--- src/hdl/ds3_map_pkg.sv ---
package ds3_map_pkg;

  // ----------------------------------------------------------------
  // Frame geometry
  // ----------------------------------------------------------------
  localparam int unsigned MFRAME_BITS   = 4760;
  localparam int unsigned OH_BITS       = 56;
  localparam int unsigned PAYLOAD_BITS  = 4704;
  localparam int unsigned SUBFRAMES     = 7;
  localparam int unsigned SUBFRAME_BITS = 680;
  localparam int unsigned BLOCKS        = 8;
  localparam int unsigned BLOCK_BITS    = 85;
  localparam int unsigned GROUP_BITS    = 84;

  localparam logic [6:0] LAST_BIT_IN_BLOCK = 7'h54;
  localparam logic [2:0] LAST_BLOCK        = 3'h7;
  localparam logic [2:0] FIRST_SUBFRAME    = 3'h1;
  localparam logic [2:0] LAST_SUBFRAME     = 3'h7;

  // ----------------------------------------------------------------
  // Registers
  // ----------------------------------------------------------------
  localparam logic [7:0] MODE_CTRL_OFFSET   = 8'h00;
  localparam logic [7:0] OH_STATUS_OFFSET   = 8'h01;
  localparam logic [7:0] STUFF_STATUS_OFFSET = 8'h02;
  localparam logic [7:0] MODE_CTRL_RESET    = 8'h00;
  localparam int unsigned FORMAT_BIT        = 2;

  // ----------------------------------------------------------------
  // Buffering
  // ----------------------------------------------------------------
  localparam int unsigned FIFO_WIDTH = 1;
  localparam int unsigned FIFO_DEPTH = 8;

  // Formats
  typedef enum logic {
    FMT_CBIT_PARITY = 1'b0,
    FMT_M13         = 1'b1
  } ds3_format_t;

  // Role of an overhead slot within a subframe
  typedef enum logic [2:0] {
    OH_LEAD    = 3'b000,
    OH_ALIGN1  = 3'b001,
    OH_ALIGN0  = 3'b010,
    OH_CBIT    = 3'b011,
    OH_PAYLOAD = 3'b100
  } oh_kind_t;

endpackage : ds3_map_pkg

--- src/hdl/ds3_mframe_overhead_map.sv ---
// Chosen here: the plain strobed port.
`timescale 1ns/1ps

// Functional notes
// Multiframe is 4760 bits: 56 overhead, 4704 payload.
// Payload runs in 84-bit groups, one overhead bit between groups.
// Seven subframes of 680 bits; subframe index counts 1 to 7.
// Subframe is eight 85-bit blocks; first bit overhead, rest payload.
// Mode register 0x00 bit 2 picks format: 0 C-bit Parity, 1 M13.
// One format setting serves transmit and receive together.
// Subframes 5,6,7 lead bits carry alignment 0,1,0.
// Each subframe carries alignment bits 1,0,0,1; 28 per multiframe.
// M13 receive: stuff used when two of three C-bits are 1.
// C-bit Parity: C-bits of 3,4,5 are path parity, error, link.
// C-bit Parity: subframe 1 id/network/alarm; 2,6,7 user link.
// Block parity in both formats; path parity only in C-bit Parity.
// Slot order: lead, F1, C, F0, C, F0, C, F1.
// Even parity over payload goes into next multiframe's P-bits.
// Both P-bits in a multiframe carry the same value.

module ds3_mframe_overhead_map
  import ds3_map_pkg::*;
(
  input  wire logic       ref_clk,
  input  wire logic       rst,
  input  wire logic [7:0] reg_addr,
  input  wire logic [7:0] reg_wdata,
  input  wire logic       reg_wr,
  input  wire logic       reg_rd,
  output logic      [7:0] reg_rdata,
  input  wire logic       tx_pay_data,
  input  wire logic       tx_pay_valid,
  output logic            tx_pay_ready,
  input  wire logic       tx_c_data,
  input  wire logic       tx_x_data,
  output logic            tx_line_data,
  output logic            tx_line_valid,
  output logic            tx_mframe_start,
  output logic            tx_pay_slot,
  input  wire logic       rx_line_data,
  input  wire logic       rx_line_valid,
  input  wire logic       rx_mframe_start,
  output logic            rx_pay_data,
  output logic            rx_pay_valid,
  output logic            rx_cbit_valid,
  output logic            rx_stuff_used,
  output logic            rx_cbit_parity_fmt
);

  // ----------------------------------------------------------------
  // State
  // ----------------------------------------------------------------
  typedef struct packed {
    logic [7:0] mode;
    logic [7:0] rdata;
    logic [6:0] tx_bit;
    logic [2:0] tx_blk;
    logic [2:0] tx_sf;
    logic       tx_par;
    logic       tx_pbit;
    logic       tx_data;
    logic       tx_valid;
    logic       tx_start;
    logic       tx_slot;
    logic [6:0] rx_bit;
    logic [2:0] rx_blk;
    logic [2:0] rx_sf;
    logic [1:0] rx_ones;
    logic [6:0] rx_stuff;
    logic       rx_data;
    logic       rx_valid;
    logic       rx_cvalid;
    logic       rx_used;
  } state_t;

  state_t state_reg;
  state_t state_next;

  oh_kind_t   tx_kind;
  oh_kind_t   rx_kind;
  logic [1:0] tx_cidx;
  logic [1:0] rx_cidx;
  logic       fifo_data;
  logic       fifo_valid;
  logic       fifo_pop;
  logic       format_m13;

  // ----------------------------------------------------------------
  // Slot decoders and payload buffer
  // ----------------------------------------------------------------
  ds3_oh_slot u_tx_slot (
    .bit_in_block (state_reg.tx_bit),
    .block_idx    (state_reg.tx_blk),
    .kind         (tx_kind),
    .cbit_idx     (tx_cidx)
  );

  ds3_oh_slot u_rx_slot (
    .bit_in_block (state_reg.rx_bit),
    .block_idx    (state_reg.rx_blk),
    .kind         (rx_kind),
    .cbit_idx     (rx_cidx)
  );

  ds3_bit_fifo #(
    .WIDTH (FIFO_WIDTH),
    .DEPTH (FIFO_DEPTH)
  ) u_tx_fifo (
    .ref_clk   (ref_clk),
    .rst       (rst),
    .in_data   (tx_pay_data),
    .in_valid  (tx_pay_valid),
    .in_ready  (tx_pay_ready),
    .out_data  (fifo_data),
    .out_valid (fifo_valid),
    .out_ready (fifo_pop)
  );

  assign format_m13 = state_reg.mode[FORMAT_BIT];

  // Line stalls on an empty buffer rather than inventing payload
  assign fifo_pop = (tx_kind == OH_PAYLOAD) && fifo_valid;

  // ----------------------------------------------------------------
  // Next state
  // ----------------------------------------------------------------
  always_comb begin
    logic tx_adv;
    logic tx_bit_val;
    logic rx_maj;
    tx_adv     = 1'b0;
    tx_bit_val = 1'b0;
    rx_maj     = 1'b0;
    state_next = state_reg;

    // Register port
    if (reg_wr && reg_addr == MODE_CTRL_OFFSET) begin
      state_next.mode = reg_wdata;
    end
    state_next.rdata = 8'h00;
    if (reg_rd) begin
      case (reg_addr)
        MODE_CTRL_OFFSET:    state_next.rdata = state_reg.mode;
        OH_STATUS_OFFSET:    state_next.rdata = {1'b0, state_reg.rx_sf,
                                                 1'b0, state_reg.tx_sf};
        STUFF_STATUS_OFFSET: state_next.rdata = {1'b0, state_reg.rx_stuff};
        default:             state_next.rdata = 8'h00;
      endcase
    end

    // Transmit overhead insertion
    case (tx_kind)
      OH_LEAD: begin
        tx_adv = 1'b1;
        if (state_reg.tx_sf <= 3'h2) begin
          tx_bit_val = tx_x_data;
        end else if (state_reg.tx_sf <= 3'h4) begin
          tx_bit_val = state_reg.tx_pbit;
        end else begin
          tx_bit_val = (state_reg.tx_sf == 3'h6);
        end
      end
      OH_ALIGN1: begin
        tx_adv     = 1'b1;
        tx_bit_val = 1'b1;
      end
      OH_ALIGN0: begin
        tx_adv     = 1'b1;
        tx_bit_val = 1'b0;
      end
      OH_CBIT: begin
        tx_adv = 1'b1;
        // Path parity only in C-bit Parity; others from overhead input
        if (!format_m13 && state_reg.tx_sf == 3'h3) begin
          tx_bit_val = state_reg.tx_pbit;
        end else begin
          tx_bit_val = tx_c_data;
        end
      end
      OH_PAYLOAD: begin
        tx_adv     = fifo_valid;
        tx_bit_val = fifo_data;
      end
      default: begin
        tx_adv     = 1'b0;
        tx_bit_val = 1'b0;
      end
    endcase

    state_next.tx_valid = tx_adv;
    state_next.tx_data  = tx_bit_val;
    state_next.tx_slot  = tx_adv && (tx_kind == OH_PAYLOAD);
    state_next.tx_start = tx_adv && (tx_kind == OH_LEAD) &&
                          (state_reg.tx_sf == FIRST_SUBFRAME);

    if (tx_adv) begin
      if (tx_kind == OH_PAYLOAD) begin
        state_next.tx_par = state_reg.tx_par ^ fifo_data;
      end
      if (state_reg.tx_bit == LAST_BIT_IN_BLOCK) begin
        state_next.tx_bit = 7'h00;
        if (state_reg.tx_blk == LAST_BLOCK) begin
          state_next.tx_blk = 3'h0;
          if (state_reg.tx_sf == LAST_SUBFRAME) begin
            state_next.tx_sf   = FIRST_SUBFRAME;
            // Latched once so both P-bits agree; last bit is payload
            state_next.tx_pbit = state_reg.tx_par ^ fifo_data;
            state_next.tx_par  = 1'b0;
          end else begin
            state_next.tx_sf = state_reg.tx_sf + 3'h1;
          end
        end else begin
          state_next.tx_blk = state_reg.tx_blk + 3'h1;
        end
      end else begin
        state_next.tx_bit = state_reg.tx_bit + 7'h01;
      end
    end

    // Receive map, aligned by the acquisition logic's start mark
    state_next.rx_valid  = 1'b0;
    state_next.rx_cvalid = 1'b0;
    if (rx_line_valid) begin
      state_next.rx_data   = rx_line_data;
      state_next.rx_valid  = (rx_kind == OH_PAYLOAD) || rx_mframe_start ?
                             !rx_mframe_start && (rx_kind == OH_PAYLOAD) :
                             1'b0;
      state_next.rx_cvalid = !rx_mframe_start && (rx_kind == OH_CBIT);
      if (rx_mframe_start) begin
        // Start bit is the lead of subframe 1; next bit is block 0 bit 1
        state_next.rx_bit  = 7'h01;
        state_next.rx_blk  = 3'h0;
        state_next.rx_sf   = FIRST_SUBFRAME;
        state_next.rx_ones = 2'h0;
      end else begin
        if (rx_kind == OH_CBIT) begin
          // Majority of three stuff-control bits
          rx_maj = (state_reg.rx_ones == 2'h2) ||
                   (state_reg.rx_ones == 2'h1 && rx_line_data);
          if (rx_cidx == 2'h2) begin
            state_next.rx_ones = 2'h0;
            state_next.rx_used = format_m13 && rx_maj;
            state_next.rx_stuff[state_reg.rx_sf - 3'h1] =
              format_m13 && rx_maj;
          end else begin
            state_next.rx_ones = state_reg.rx_ones + 2'(rx_line_data);
          end
        end
        if (state_reg.rx_bit == LAST_BIT_IN_BLOCK) begin
          state_next.rx_bit = 7'h00;
          if (state_reg.rx_blk == LAST_BLOCK) begin
            state_next.rx_blk = 3'h0;
            state_next.rx_sf  = (state_reg.rx_sf == LAST_SUBFRAME) ?
                                FIRST_SUBFRAME : state_reg.rx_sf + 3'h1;
          end else begin
            state_next.rx_blk = state_reg.rx_blk + 3'h1;
          end
        end else begin
          state_next.rx_bit = state_reg.rx_bit + 7'h01;
        end
      end
    end
  end

  // ----------------------------------------------------------------
  // Registers
  // ----------------------------------------------------------------
  always_ff @(posedge ref_clk) begin
    if (rst) begin
      state_reg       <= '0;
      state_reg.mode  <= MODE_CTRL_RESET;
      state_reg.tx_sf <= FIRST_SUBFRAME;
      state_reg.rx_sf <= FIRST_SUBFRAME;
    end else begin
      state_reg <= state_next;
    end
  end

  assign reg_rdata          = state_reg.rdata;
  assign tx_line_data       = state_reg.tx_data;
  assign tx_line_valid      = state_reg.tx_valid;
  assign tx_mframe_start    = state_reg.tx_start;
  assign tx_pay_slot        = state_reg.tx_slot;
  assign rx_pay_data        = state_reg.rx_data;
  assign rx_pay_valid       = state_reg.rx_valid;
  assign rx_cbit_valid      = state_reg.rx_cvalid;
  assign rx_stuff_used      = state_reg.rx_used;
  assign rx_cbit_parity_fmt = !state_reg.mode[FORMAT_BIT];

endmodule : ds3_mframe_overhead_map

--- src/hdl/ds3_bit_fifo.sv ---
`timescale 1ns/1ps

module ds3_bit_fifo #(
  parameter int unsigned WIDTH = 1,
  parameter int unsigned DEPTH = 8
) (
  input  wire logic             ref_clk,
  input  wire logic             rst,
  input  wire logic [WIDTH-1:0] in_data,
  input  wire logic             in_valid,
  output logic                  in_ready,
  output logic      [WIDTH-1:0] out_data,
  output logic                  out_valid,
  input  wire logic             out_ready
);

  localparam int unsigned AW = $clog2(DEPTH);

  logic [WIDTH-1:0] mem [DEPTH];
  logic [AW-1:0]    wr_ptr_reg;
  logic [AW-1:0]    rd_ptr_reg;
  logic [AW:0]      count_reg;
  logic             push;
  logic             pop;

  // Full and empty from an explicit count avoid pointer aliasing
  assign in_ready  = (count_reg != (AW+1)'(DEPTH));
  assign out_valid = (count_reg != '0);
  assign out_data  = mem[rd_ptr_reg];
  assign push      = in_valid && in_ready;
  assign pop       = out_valid && out_ready;

  always_ff @(posedge ref_clk) begin
    if (push) begin
      mem[wr_ptr_reg] <= in_data;
    end
    if (rst) begin
      wr_ptr_reg <= '0;
      rd_ptr_reg <= '0;
      count_reg  <= '0;
    end else begin
      if (push) begin
        wr_ptr_reg <= (wr_ptr_reg == AW'(DEPTH-1)) ? '0 : wr_ptr_reg + 1'b1;
      end
      if (pop) begin
        rd_ptr_reg <= (rd_ptr_reg == AW'(DEPTH-1)) ? '0 : rd_ptr_reg + 1'b1;
      end
      count_reg <= count_reg + (AW+1)'(push) - (AW+1)'(pop);
    end
  end

endmodule : ds3_bit_fifo

--- src/hdl/ds3_oh_slot.sv ---
`timescale 1ns/1ps

module ds3_oh_slot
  import ds3_map_pkg::*;
(
  input  wire logic [6:0] bit_in_block,
  input  wire logic [2:0] block_idx,
  output oh_kind_t        kind,
  output logic [1:0]      cbit_idx
);

  // ----------------------------------------------------------------
  // Slot decode: lead, F1, C, F0, C, F0, C, F1
  // ----------------------------------------------------------------
  always_comb begin
    cbit_idx = 2'h0;
    if (bit_in_block != 7'h00) begin
      kind = OH_PAYLOAD;
    end else begin
      case (block_idx)
        3'h0: kind = OH_LEAD;
        3'h1: kind = OH_ALIGN1;
        3'h2: begin
          kind     = OH_CBIT;
          cbit_idx = 2'h0;
        end
        3'h3: kind = OH_ALIGN0;
        3'h4: begin
          kind     = OH_CBIT;
          cbit_idx = 2'h1;
        end
        3'h5: kind = OH_ALIGN0;
        3'h6: begin
          kind     = OH_CBIT;
          cbit_idx = 2'h2;
        end
        3'h7: kind = OH_ALIGN1;
        default: kind = OH_PAYLOAD;
      endcase
    end
  end

endmodule : ds3_oh_slot

--- config.mk ---
export PLATFORM = sky130hd
export DESIGN_NAME = ds3_mframe_overhead_map
export DESIGN_NICKNAME = d
export VERILOG_FILES = /design/src/hdl/ds3_map_pkg.sv /design/src/hdl/ds3_mframe_overhead_map.sv /design/src/hdl/ds3_bit_fifo.sv /design/src/hdl/ds3_oh_slot.sv
export SDC_FILE = /design/constraint.sdc
export NUM_CORES = 1
export LEC_CHECK = 0
export BUFFER_PORTS_ARGS = -buffer_cell sky130_fd_sc_hd__clkbuf_2
export CAP_MARGIN = 15
export CORE_MARGIN = 1
export CORE_UTILIZATION = 25
export CTS_CLUSTER_SIZE = 28
export DETAILED_ROUTE_END_ITERATION = 8
export PLACE_DENSITY = 0.42
export SLEW_MARGIN = 10
export SYNTH_ARGS = -nofsm -noshare
export SYNTH_HDL_FRONTEND = slang
export SYNTH_SLANG_ARGS = --single-unit
--- constraint.sdc ---
create_clock -name ref_clk -period 2.4 [get_ports ref_clk]
set_input_delay 0.48 -clock ref_clk [delete_from_list [all_inputs] [get_ports ref_clk]]
set_output_delay 0.48 -clock ref_clk [all_outputs]
set_load 0.02 [all_outputs]
# Word level (Yosys, flattened, before mapping)
# Memories as Yosys holds them, arrays and structs flattened. A register that Yosys moved wholly into a read port is not among the register bits.
# Index checks and enable logic that the tools add are counted.
[word_totals]
mem_bits_ro = 0
mem_count = 1
ff_bits = 71
out_inout_bits = 18
mem_bits_rw = 8
latch_bits = 0
[mem_list]
columns = ["name", "depth", "width", "read_ports", "rd_clocked_by_memory_dff", "write_ports", "line_no", "rtl"]
rows = [
  ["u_tx_fifo.mem", 8, 1, 1, 1, 1, "ds3_bit_fifo.sv:19", "logic [WIDTH-1:0] mem [DEPTH];"],
]
[classes]
n_reduce_logical = 44
muxes = 37
div = 0
bitwise = 5
addsub = 12
shift = 0
eq_ne = 35
n_lt_le_gt_ge = 4
mul = 0
[op_table]
columns = ["op", "n"]
rows = [
  ["$eq A3 B3 Y1 const B", 15],
  ["$mux W3", 11],
  ["$eq A3 B2 Y1 const B", 8],
  ["$pmux W3 S4", 2],
  ["$pmux W8 S3", 1],
  ["$mux W7", 3],
  ["$add A3 B1 Y3 const B", 6],
  ["$mux W15", 1],
  ["$add A7 B1 Y7 const B", 2],
  ["$eq A7 B7 Y1 const B", 2],
  ["$reduce_bool A7 Y1", 2],
  ["$logic_and A1 B1 Y1", 13],
  ["$eq A3 B1 Y1 const B", 4],
  ["$reduce_or A2 Y1", 6],
  ["$mux W2", 5],
  ["$logic_not A3 Y1", 3],
  ["$mux W9", 1],
  ["$reduce_or A3 Y1", 3],
  ["$eq A8 B1 Y1 const B", 1],
  ["$eq A8 B2 Y1 const B", 1],
  ["$logic_not A8 Y1", 1],
  ["$reduce_and A4 Y1", 2],
  ["$bwmux W7", 1],
  ["$mux W1", 7],
  ["25 further kinds", 36],
]

# Logic depth before layout (Yosys ltp)
# Gate-level depths: netlist (run 1).
[logic_depth]
depth_word = 9
ltp_mapped = 12
mapped_depth_nobuf = 12

# By module
# From an unflattened synthesis (run 1), not the netlist that was laid out.
[hier_totals]
hier_cells = 457
area_unflattened_um2 = 4291.6
[by_module_without_submodules]
columns = ["module", "cells_per_inst", "instances", "area_per_inst_um2"]
rows = [
  ["ds3_mframe_overhead_map", 342, 1, 3031.7],
  ["ds3_bit_fifo", 87, 1, 1032.2],
  ["ds3_oh_slot", 14, 2, 113.9],
]

# Worst setup path after synthesis (run 1)
# No wires, ideal clock.
[synth_timing]
path_type = "register to register"
start = "reg u_tx_fifo.count_reg[2]"
end = "reg u_tx_fifo.count_reg[2]"
path_slack_ns = -0.167
n_path_buf = 0
stages_incl_launch_ff = 12
arrival_time_ns = 2.439
cell_sequence = "dfxtp_1 > inv_1 > ha_1 > nor3b_1 > a21o_1 > inv_1 > ha_1 > inv_1 > ha_1 > fa_1 > xnor2_1 > nor2_1"
[synth_via]
elab_chain_cells = 4
word_cells_on_any_way = 7
cone_classes = "add/sub (2); eq/ne (1); reduce/logical (4)"
[synth_lines]
columns = ["element", "line_no", "rtl"]
rows = [
  ["start, declared", "ds3_bit_fifo.sv:22", "logic [AW:0] count_reg;"],
  ["start signal, assigned", "ds3_bit_fifo.sv:48", "count_reg <= count_reg + (AW+1)'(push) - (AW+1)'(pop);"],
  ["$ne A4 B4 Y1 or $reduce_bool A4 Y1 (tied branches)", "ds3_bit_fifo.sv:27, ds3_bit_fifo.sv:28", ""],
  ["$logic_and A1 B1 Y1, on equally long branches", "ds3_bit_fifo.sv:30, ds3_mframe_overhead_map.sv:122", ""],
  ["$add A4 B1 Y4 or $logic_and A1 B1 Y1 (tied branches)", "ds3_bit_fifo.sv:48, ds3_bit_fifo.sv:31", ""],
  ["$sub A4 B1 Y4 *", "ds3_bit_fifo.sv:48", ""],
]
# Every way passes the cells marked *; elsewhere a longest branch is shown, timed or not.
# A chain may end at the register's enable or synchronous reset.

# Worst setup path in the final report (run 1)
[layout_timing]
start = "reg state_reg[38] (netlist bit)"
end = "reg u_tx_fifo.count_reg[3]"
[layout_via]
elab_chain_cells = 6
[layout_lines]
columns = ["element", "line_no", "rtl"]
rows = [
  ["start, declared", "ds3_mframe_overhead_map.sv:76", "state_t state_reg;"],
  ["start signal, assigned", "ds3_mframe_overhead_map.sv:275", "state_reg <= state_next;"],
  ["$reduce_bool A7 Y1", "ds3_oh_slot.sv:17", "if (bit_in_block != 7'h00) begin"],
  ["$mux W3", "ds3_oh_slot.sv:17", ""],
  ["$eq A3 B3 Y1", "ds3_mframe_overhead_map.sv:122", "assign fifo_pop = (tx_kind == OH_PAYLOAD) && fifo_valid;"],
  ["$logic_and A1 B1 Y1", "ds3_mframe_overhead_map.sv:122", ""],
  ["$logic_and A1 B1 Y1", "ds3_bit_fifo.sv:31", "assign pop = out_valid && out_ready;"],
  ["$sub A4 B1 Y4", "ds3_bit_fifo.sv:48", ""],
]
# Every way passes these cells.

==> flow_metrics.tcl, run 1 <==
set metrics [dict create \
    route.met2.wl_mm 4.005 \
    grt_antenna_before_repair 0 \
    ioPinCount 45 \
    synth_top_cell_by_area "dfxtp_1" \
    synth_top_area_share_pct 35.81 \
    ant_nets 0 \
    synth_warnings 0 \
    synthXorXnorAreaFrac_pct 2.964 \
    finalCritPeriodShare_pct 92.72 \
    most-common-layout-cells "74 x dfxtp_1, 44 x clkbuf_2, 37 x nor2_1" \
    core_um2 16000 \
    grt_overflow 0 \
    dr.first_iter.drc_count 113 \
    cp.arrival_ns 2.44 \
    hold_ws_ns 0.3695 \
    outcome "complete, no violations" \
    vias_per_cell 4.564 \
    gp_congestion 0.7579 \
    synth_edf_count 8 \
    antenna_cells 0 \
    synth_compound_area_share_pct 13.04 \
    crit_type "flip-flop to flip-flop" \
    holdPathEnd "state_reg[56]$_SDFFE_PP0P_" \
    clock-sinks 82 \
    cts_setup_buffers 0 \
    finalSetupViolations 0 \
    r2r_start "state_reg[38]$_SDFFE_PP0P_" \
    maxCapViolCount 0 \
    start_util_pct 25.85 \
    reg2reg_setup_slack_ns 0.17 \
    synthArstFlopShare_pct 0 \
    clk_pin_slew_ns 0.06 \
    dp_cells 686 \
    synthCells 432 \
    synth_area_um2 4136 \
    start_kind "flip-flop" \
    synth_mux_area_share_pct 4.719 \
    crit_slowest_cell "dfxtp_1" \
    first_pass_iters 6 \
    final_layout_size_suffix_gt1_share_pct 17.90 \
    ys_seq_elements 82 \
    grt_max_degree 33 \
    die_y_um 130.6 \
    layout.cells.non_filler 702 \
    drc 0 \
    max_clock_freq_mhz 449.4 \
    rr_worst_depth 12 \
    synth_top_family_by_area "simple AND/OR/NAND/NOR gates" \
    nNetsFinal 542 \
    wl_mm 9.026 \
    wl_met3_um 308 \
    synthesis.nets 493 \
    grtUsageTotal_pct 11.56 \
    yosys.area_share.simple_pct 21.26 \
    routed.top_layer "met4" \
    fin_skew_ns 0.005235 \
    cts_buffers 9 \
    design.die.area_um2 17060 \
    post_drt_wl_per_cell_um 12.86 \
    layout.cells.most_common "dfxtp_1" \
    end_kind "flip-flop" \
    rsz0062_at_grt "false" \
    finalCriticalPeriod_ns 2.225 \
    dpl.hpwl_mm 6.674 \
    hold_depth 3 \
    worst_slack_ns 0.1748 \
    clockRootBuffer "clkbuf_16" \
    p_total_mw 4.107 \
    htree_num_levels 3 \
    cts_tree "done" \
    hold_class "input pin to flip-flop" \
    worstPathCellList "inv_1, ha_1, nor3b_2, a21o_1, inv_1, ha_1, inv_1, ha_1, a21o_1, a21oi_1, xnor2_1, nor2_1" \
    fin_tns_setup_ns 0 \
    die_w_um 130.6 \
    synthFlopType "dfxtp_1" \
    slowest_delay_ns 0.38 \
    synthTopCellsByArea "dfxtp_1 36%, ha_1 10%, edfxtp_1 5.8%" \
    slew_headroom_pct 57.62 \
    synthAdderAreaFrac_pct 10.47 \
    avgSynthCellArea_um2 9.575 \
    clk_latency_ns 0.34 \
    min_from "reg_wdata[3]" \
    syn_to_final_growth_pct 19.06 \
    worst_slew_pin_slew_ns 0.6328 \
    grt_pass1_wl_mm 15.28 \
    std_cell_rows 46 \
    yosysSeqAreaShare_pct 41.62 \
    num_vias 3204 \
    worstReg2RegEnd "u_tx_fifo.count_reg[3]$_SDFF_PP0_" \
    clock_path_buffers 2 \
    drv_slew 0 \
    p_leak_nw 1.901 \
    io_buffers 44 \
    drt-met1-wl_mm 4.523 \
    p_per_area_nw_per_um2 833.9 \
    crit_required_ns 2.62 \
    hold_violations 0 \
    pre_cts_ws_ns 0.1102 \
    synth.distinct_cells 61 \
    grt_pass1_vias 3178 \
    ir_drop_mv 0.3830 \
    path_max_fanout 4 \
]
-- through the flow --
stage / utilization, % / cell area, µm²
after floorplan: - / 4141
after global placement: 28.68 / 4589
after detailed placement: 28.68 / 4589
after CTS: 30.75 / 4920
after global routing: 30.78 / 4925
final: 30.78 / 4925
-- worst max-delay path, delay by kind of cell (launching register included) --
kind,cells,cell delay [ns]
buffers and inverters,3,0.24
AOI/OAI and AO/OA,3,0.51
and+or+nand+nor,2,0.21
xor gates and xnor gates,1,0.14
adders and majority gates,3,0.61
DFF,1,0.38
-- cells by family after synthesis --
group                      Yosys count
adders and majority gates           34
DFF                                 82
buffers and inverters               46
AOI/OAI and AO/OA                   84
xor gates and xnor gates            14
muxes                               17
and+or+nand+nor                    155
-- synth_stat cells (3+ instances only) --
| library cell | n |
|---|---|
| xor2_1 | 7 |
| a21oi_1 | 32 |
| nor3b_1 | 6 |
| or3_1 | 5 |
| a22o_1 | 4 |
| nand2_1 | 30 |
| nand3_1 | 16 |
| or4b_1 | 3 |
| mux2i_1 | 15 |
| buf_2 | 3 |
| edfxtp_1 | 8 |
| a21o_1 | 4 |
| nor4_1 | 5 |
| a22oi_1 | 4 |
| o311ai_0 | 3 |
| nor3_1 | 11 |
| o21ai_0 | 12 |
| nand2b_1 | 5 |
| inv_1 | 26 |
| nor2_1 | 37 |
| dfxtp_1 | 74 |
| nand4b_1 | 3 |
| ha_1 | 33 |
| buf_4 | 8 |
| nand4_1 | 6 |
| nor2b_1 | 5 |
| or4_1 | 3 |
| o211ai_1 | 6 |
| xnor2_1 | 7 |
| clkbuf_1 | 7 |
| and3_1 | 4 |
| o41ai_1 | 3 |
-- report_power, final --
part	leakage, nW	switching (mW)	internal, mW
logic	1.07	0.509	0.456
clock network	0.158	0.559	0.974
registers	0.673	0.0981	1.51
total	1.90	1.17	2.94
-- what timing repair did --
item	4_1_cts	5_1_grt
endpoints found under the setup margin	0	1
hold buffers	0	0
gates resized for setup	0	1
-- metal layers --
layer | vias up | track usage, %
met4 | 0 | 6.288
met3 | 12 | 2.117
li1 | 1648 | -
met5 | - | 0
met2 | 58 | 18.30
met1 | 1486 | 14.88
-- area by class of cell --
class / count / area (µm²)
Fill cell: 1699 / 11080
Inverter: 26 / 97.59
Timing Repair Buffer: 58 / 325.3
Clock inverter: 4 / 72.57
Tap cell: 216 / 270.3
Clock buffer: 12 / 257.7
Multi-Input combinational cell: 304 / 2180
Sequential cell: 82 / 1722
-- how the worst max path moves through the flow --
stage | from | end | slack [ns] | depth (start not counted)
2_1_floorplan | u_tx_fifo.count_reg[2]$_SDFF_PP0_ | u_tx_fifo.count_reg[2]$_SDFF_PP0_ | 0.07 | 11
3_3_place_gp | state_reg[38]$_SDFFE_PP0P_ | u_tx_fifo.count_reg[2]$_SDFF_PP0_ | 0.12 | 11
5_1_grt | state_reg[38]$_SDFFE_PP0P_ | u_tx_fifo.count_reg[2]$_SDFF_PP0_ | 0.01 | 11
4_1_cts | state_reg[38]$_SDFFE_PP0P_ | u_tx_fifo.count_reg[2]$_SDFF_PP0_ | 0.09 | 11
3_5_place_dp | state_reg[38]$_SDFFE_PP0P_ | u_tx_fifo.count_reg[2]$_SDFF_PP0_ | 0.11 | 11
6_report | state_reg[38]$_SDFFE_PP0P_ | u_tx_fifo.count_reg[3]$_SDFF_PP0_ | 0.17 | 12
(Power assumes the default switching activity.)
==> run 2, diff against run 1 <==
CORE_MARGIN = 2   (was 1)
==> run 2 against run 1 <==
  * Register-to-register slack gained 0.02 ns
  * Highest routed layer unchanged
  * Largest cell class unchanged
  * Clock power is essentially flat
  * Cell area grew 0.20%
  * Flip-flop and latch count is the same
  * Worst hold slack gained 0.0038 ns
  * Routed wire length grew 2.3%
  * Clock-buffer cell count shrank 2
==> flow_metrics.tcl, run 2 (same netlist as run 1, synthesis figures left out) <==
set metrics [dict create \
    max_clock_freq_mhz 454.0 \
    clk_pin_slew_ns 0.06 \
    fin_tns_setup_ns 0 \
    grt_antenna_before_repair 0 \
    cts_buffers 9 \
    core_um2 16350 \
    num_vias 3236 \
    ioPinCount 45 \
    grt_pass1_vias 3213 \
    nFillCells 1768 \
    wl_mm 9.236 \
    htree_num_levels 3 \
    fin_skew_ns 0.004494 \
    slew_headroom_pct 54.46 \
    final_layout_size_suffix_gt1_share_pct 18.65 \
    syn_to_final_growth_pct 19.30 \
    switching_share_pct 29.19 \
    first_pass_iters 4 \
    finalCritPeriodShare_pct 91.78 \
    p_int_mw 2.889 \
    hold_ws_ns 0.3733 \
    ir_drop_mv 0.3408 \
    post_cts_hold_buffer_count 0 \
    die_w_um 132.6 \
    clk_latency_ns 0.34 \
    seqPwrFrac_pct 39.5 \
    finalCriticalPeriod_ns 2.203 \
    grt_pass1_wl_mm 15.75 \
    dr.first_iter.drc_count 152 \
    start_util_pct 25.30 \
    nNetsFinal 544 \
    finalSetupViolations 0 \
    end_kind "flip-flop" \
    comb_power_share_pct 23.9 \
    dp_cells 692 \
    grt_overflow 0 \
    hold_violations 0 \
    p_leak_nw 1.905 \
    clock_power_share_pct 36.7 \
    grtUsageTotal_pct 11.08 \
    cts_tree "done" \
    fin_util_pct 30.19 \
    post_drt_wl_per_cell_um 13.05 \
    io_buffers 44 \
    rsz0062_at_grt "false" \
    antenna_cells 0 \
    p_switching_mw 1.191 \
    cp.arrival_ns 2.43 \
    most-common-layout-cells "73 x dfxtp_1, 44 x clkbuf_2, 37 x nor2_1" \
    p_per_area_nw_per_um2 826.7 \
    std_cell_rows 47 \
    layout.cells.non_filler 708 \
    clockRootBuffer "clkbuf_16" \
    dpl.hpwl_mm 6.794 \
    maxCapViolCount 0 \
    layout.cells.most_common "dfxtp_1" \
    gp_congestion 0.7980 \
    outcome "complete, no violations" \
    drv_slew 0 \
    drc 0 \
    design.die.area_um2 17590 \
    ant_nets 0 \
    grt_max_degree 17 \
    p_total_mw 4.080 \
    start_kind "flip-flop" \
    hold_class "input pin to flip-flop" \
    crit_type "flip-flop to flip-flop" \
    vias_per_cell 4.571 \
    die_y_um 132.6 \
    clock_path_buffers 2 \
    worst_slew_pin_slew_ns 0.6801 \
    clock-sinks 82 \
    crit_required_ns 2.63 \
    path_max_fanout 4 \
]
run 2: final timing paths:
path	slack [ns]	cells after the start	endpoint	startpoint
worst max-delay path	0.20	11	u_tx_fifo.count_reg[2]$_SDFF_PP0_	state_reg[38]$_SDFFE_PP0P_
worst min-delay path	0.37	3	state_reg[54]$_SDFFE_PP0P_	reg_wdata[1]
worst max register to register	0.20	11	u_tx_fifo.count_reg[2]$_SDFF_PP0_	state_reg[38]$_SDFFE_PP0P_
worst min register to register	0.46	2	flip-flop	flip-flop
run 2: final cells by class:
cell class                 count  area, µm²  share of cell area (%)
timing repair buffer          60      340.3                   6.897
sequential                    82       1723                   34.91
tap                          220      275.3                   5.578
multi-input combinational    304       2180                   44.17
clock buffer                  10      229.0                   4.640
clock inverter                 6      90.09                   1.826
inverter                      26      97.59                   1.978
run 2: power groups by stage:
stage               registers, mW  logic [mW]  clock network [mW]
finish                       1.61       0.973                1.50
global route                 1.63        1.12                1.61
CTS                          1.61       0.987                1.55
detailed placement           1.64       0.982                   0
global placement             1.64       0.972                   0
floorplan                    1.65       0.668                   0
run 2: routing by layer:
layer	global-route usage, %	up-vias	part of all wire [%]
li1	-	1666	-
met1	14.28	1492	49
met2	16.70	58	44
met3	3.103	20	4.9
met4	6.153	0	2.5
met5	0	-	0
run 2: worst max-delay path, cell delays in order (launching register included):
cell and delay, ns:
dfxtp_2 0.34, inv_1 0.09, ha_1 0.17, nor3b_2 0.18, a21o_1 0.15, inv_1 0.07
ha_1 0.27, inv_1 0.04, ha_1 0.20, fa_1 0.38, xnor2_1 0.16, nor2_1 0.05
run 2: through the flow:
step           instance area [µm²]  setup slack [ns]
2_1_floorplan                 4141           0.06890
3_3_place_gp                  4609            0.1364
3_5_place_dp                  4609           0.09275
4_1_cts                       4928           0.08643
5_1_grt                       4935           0.01719
6_report                      4935            0.1973
run 2: repair_timing:
item	CTS	global route
resized for setup	0	2
setup buffers	0	0
setup endpoints to repair	0	3
endpoints found under the hold margin	0	0
==> run 3, diff against run 2 <==
CORE_UTILIZATION = 32   (was 25)
PLACE_DENSITY = 0.5   (was 0.42)
==> run 3 against run 2 <==
  * Combinational power barely moved
  * Worst hold slack improved by 0.0033 ns
  * Power rose by 0.30%
  * Flip-flop and latch count did not move
  * Critical path depth rose by 1
  * Die area fell by 21%
  * Register-to-register slack barely moved
  * Worst setup slack got worse by 0.0052 ns
  * Sequential power barely moved
  * Global-route usage rose by 2.0 points
==> flow_metrics.tcl, run 3 (same netlist as run 1, synthesis figures left out) <==
set metrics [dict create \
    worst_slew_pin_slew_ns 0.6560 \
    min_from "reg_wdata[6]" \
    hold_violations 0 \
    die_y_um 117.7 \
    gp_congestion 0.7708 \
    reg2reg_setup_slack_ns 0.19 \
    path_max_fanout 4 \
    grtUsageTotal_pct 13.08 \
    routed.top_layer "met4" \
    p_switching_mw 1.172 \
    outcome "complete, no violations" \
    clk_latency_ns 0.34 \
    ir_drop_mv 0.3469 \
    rr_worst_depth 12 \
    design.die.area_um2 13850 \
    post_drt_wl_per_cell_um 13.19 \
    final_layout_size_suffix_gt1_share_pct 18.52 \
    seqPwrFrac_pct 39.2 \
    route.met2.wl_mm 3.774 \
    switching_share_pct 28.64 \
    antenna_cells 0 \
    end_kind "flip-flop" \
    finalCriticalPeriod_ns 2.208 \
    most-common-layout-cells "74 x dfxtp_1, 44 x clkbuf_2, 37 x nor2_1" \
    drc 0 \
    fin_tns_setup_ns 0 \
    first_pass_iters 4 \
    nNetsFinal 542 \
    io_buffers 44 \
    ioPinCount 45 \
    dpl.hpwl_mm 6.299 \
    dr.first_iter.drc_count 128 \
    r2r_start "state_reg[38]$_SDFFE_PP0P_" \
    clock_power_share_pct 37.0 \
    finalSetupViolations 0 \
    wl_met3_um 287 \
    hold_ws_ns 0.3766 \
    clk_pin_slew_ns 0.06 \
    maxCapViolCount 0 \
    max_clock_freq_mhz 452.9 \
    rsz0062_at_grt "false" \
    crit_type "flip-flop to flip-flop" \
    start_util_pct 32.78 \
    p_per_area_nw_per_um2 839.8 \
    pre_cts_ws_ns 0.07464 \
    layout.cells.most_common "dfxtp_1" \
    p_leak_nw 1.903 \
    hold_class "input pin to flip-flop" \
    p_total_mw 4.092 \
    clock-sinks 82 \
    slew_headroom_pct 56.07 \
    holdPathEnd "state_reg[59]$_SDFFE_PP0P_" \
    finalCritPeriodShare_pct 92.00 \
    post_cts_hold_buffer_count 0 \
    std_cell_rows 41 \
    grt_pass1_wl_mm 14.76 \
    htree_num_levels 3 \
    fin_skew_ns 0.004544 \
    start_kind "flip-flop" \
    syn_to_final_growth_pct 17.79 \
    crit_required_ns 2.63 \
    vias_per_cell 4.833 \
    worst_slack_ns 0.1921 \
    drv_slew 0 \
    comb_power_share_pct 23.8 \
    cts_buffers 9 \
    hold_depth 3 \
    clock_path_buffers 2 \
    grt_pass1_vias 3107 \
    clockRootBuffer "clkbuf_16" \
    wl_mm 8.681 \
    die_w_um 117.7 \
    drt-met1-wl_mm 4.427 \
    grt_max_degree 26 \
    p_int_mw 2.920 \
    grt_overflow 0 \
    cts_tree "done" \
    core_um2 12620 \
    ant_nets 0 \
    num_vias 3180 \
    cp.arrival_ns 2.43 \
    grt_antenna_before_repair 0 \
    worstReg2RegEnd "u_tx_fifo.count_reg[3]$_SDFF_PP0_" \
]
run 3: cell count changes in the layout (fill, tap and decap cells not counted), sizes merged:
| cell | before | now |
|---|---|---|
| clkinv | 2 | 1 |
| buf | 16 | 14 |
| inv | 27 | 28 |
run 3: worst max-delay path by stage:
stage	start	end	slack, ns
finish	state_reg[38]$_SDFFE_PP0P_	u_tx_fifo.count_reg[3]$_SDFF_PP0_	0.19
global route	state_reg[38]$_SDFFE_PP0P_	u_tx_fifo.count_reg[2]$_SDFF_PP0_	0.03
CTS	state_reg[38]$_SDFFE_PP0P_	u_tx_fifo.count_reg[2]$_SDFF_PP0_	0.06
detailed placement	state_reg[38]$_SDFFE_PP0P_	u_tx_fifo.count_reg[2]$_SDFF_PP0_	0.07
global placement	state_reg[38]$_SDFFE_PP0P_	u_tx_fifo.count_reg[2]$_SDFF_PP0_	0.12
floorplan	u_tx_fifo.count_reg[2]$_SDFF_PP0_	u_tx_fifo.count_reg[2]$_SDFF_PP0_	0.07
run 3: critical path: stages (launching register included):
cell     delay [ns]
dfxtp_1        0.38
inv_2          0.06
ha_1           0.21
nor3b_4        0.16
a21o_1         0.17
inv_1          0.09
ha_1           0.15
inv_1          0.06
ha_1           0.27
a21o_1         0.18
a21oi_1        0.17
xnor2_1        0.14
nor2_1         0.05
run 3: timing repair:
item	CTS	global route
setup buffers	0	0
gates resized for setup	0	3
setup endpoints to repair	0	3
endpoints found under the hold margin	0	0
run 3: area by class of cell:
class | count | area, µm²
Sequential cell | 82 | 1722
Tap cell | 172 | 215.2
Inverter | 26 | 97.59
Timing Repair Buffer | 58 | 325.3
Multi-Input combinational cell | 304 | 2186
Clock buffer | 10 | 239.0
Fill cell | 1319 | 7747
Clock inverter | 6 | 87.58
run 3: power by group through the flow:
stage	clock network, mW	logic (mW)	registers, mW
2_1_floorplan	0	0.668	1.65
3_3_place_gp	0	0.951	1.63
3_5_place_dp	0	0.971	1.63
4_1_cts	1.57	0.980	1.60
5_1_grt	1.62	1.12	1.62
6_report	1.51	0.973	1.61
run 3: routing by layer:
| layer | vias to the layer above | track usage [%] |
|---|---|---|
| met5 | - | 0 |
| met4 | 0 | 6.551 |
| met3 | 14 | 2.762 |
| met2 | 52 | 19.84 |
| met1 | 1450 | 17.57 |
| li1 | 1664 | - |
run 3: per-stage QoR:
step                      instances  utilization (%)  cell area, µm²
after floorplan                 432                -            4141
after global placement          642            35.93            4534
after detailed placement        642            35.93            4534
after CTS                       658            38.52            4861
after global routing            658            38.61            4872
final                           658            38.61            4872
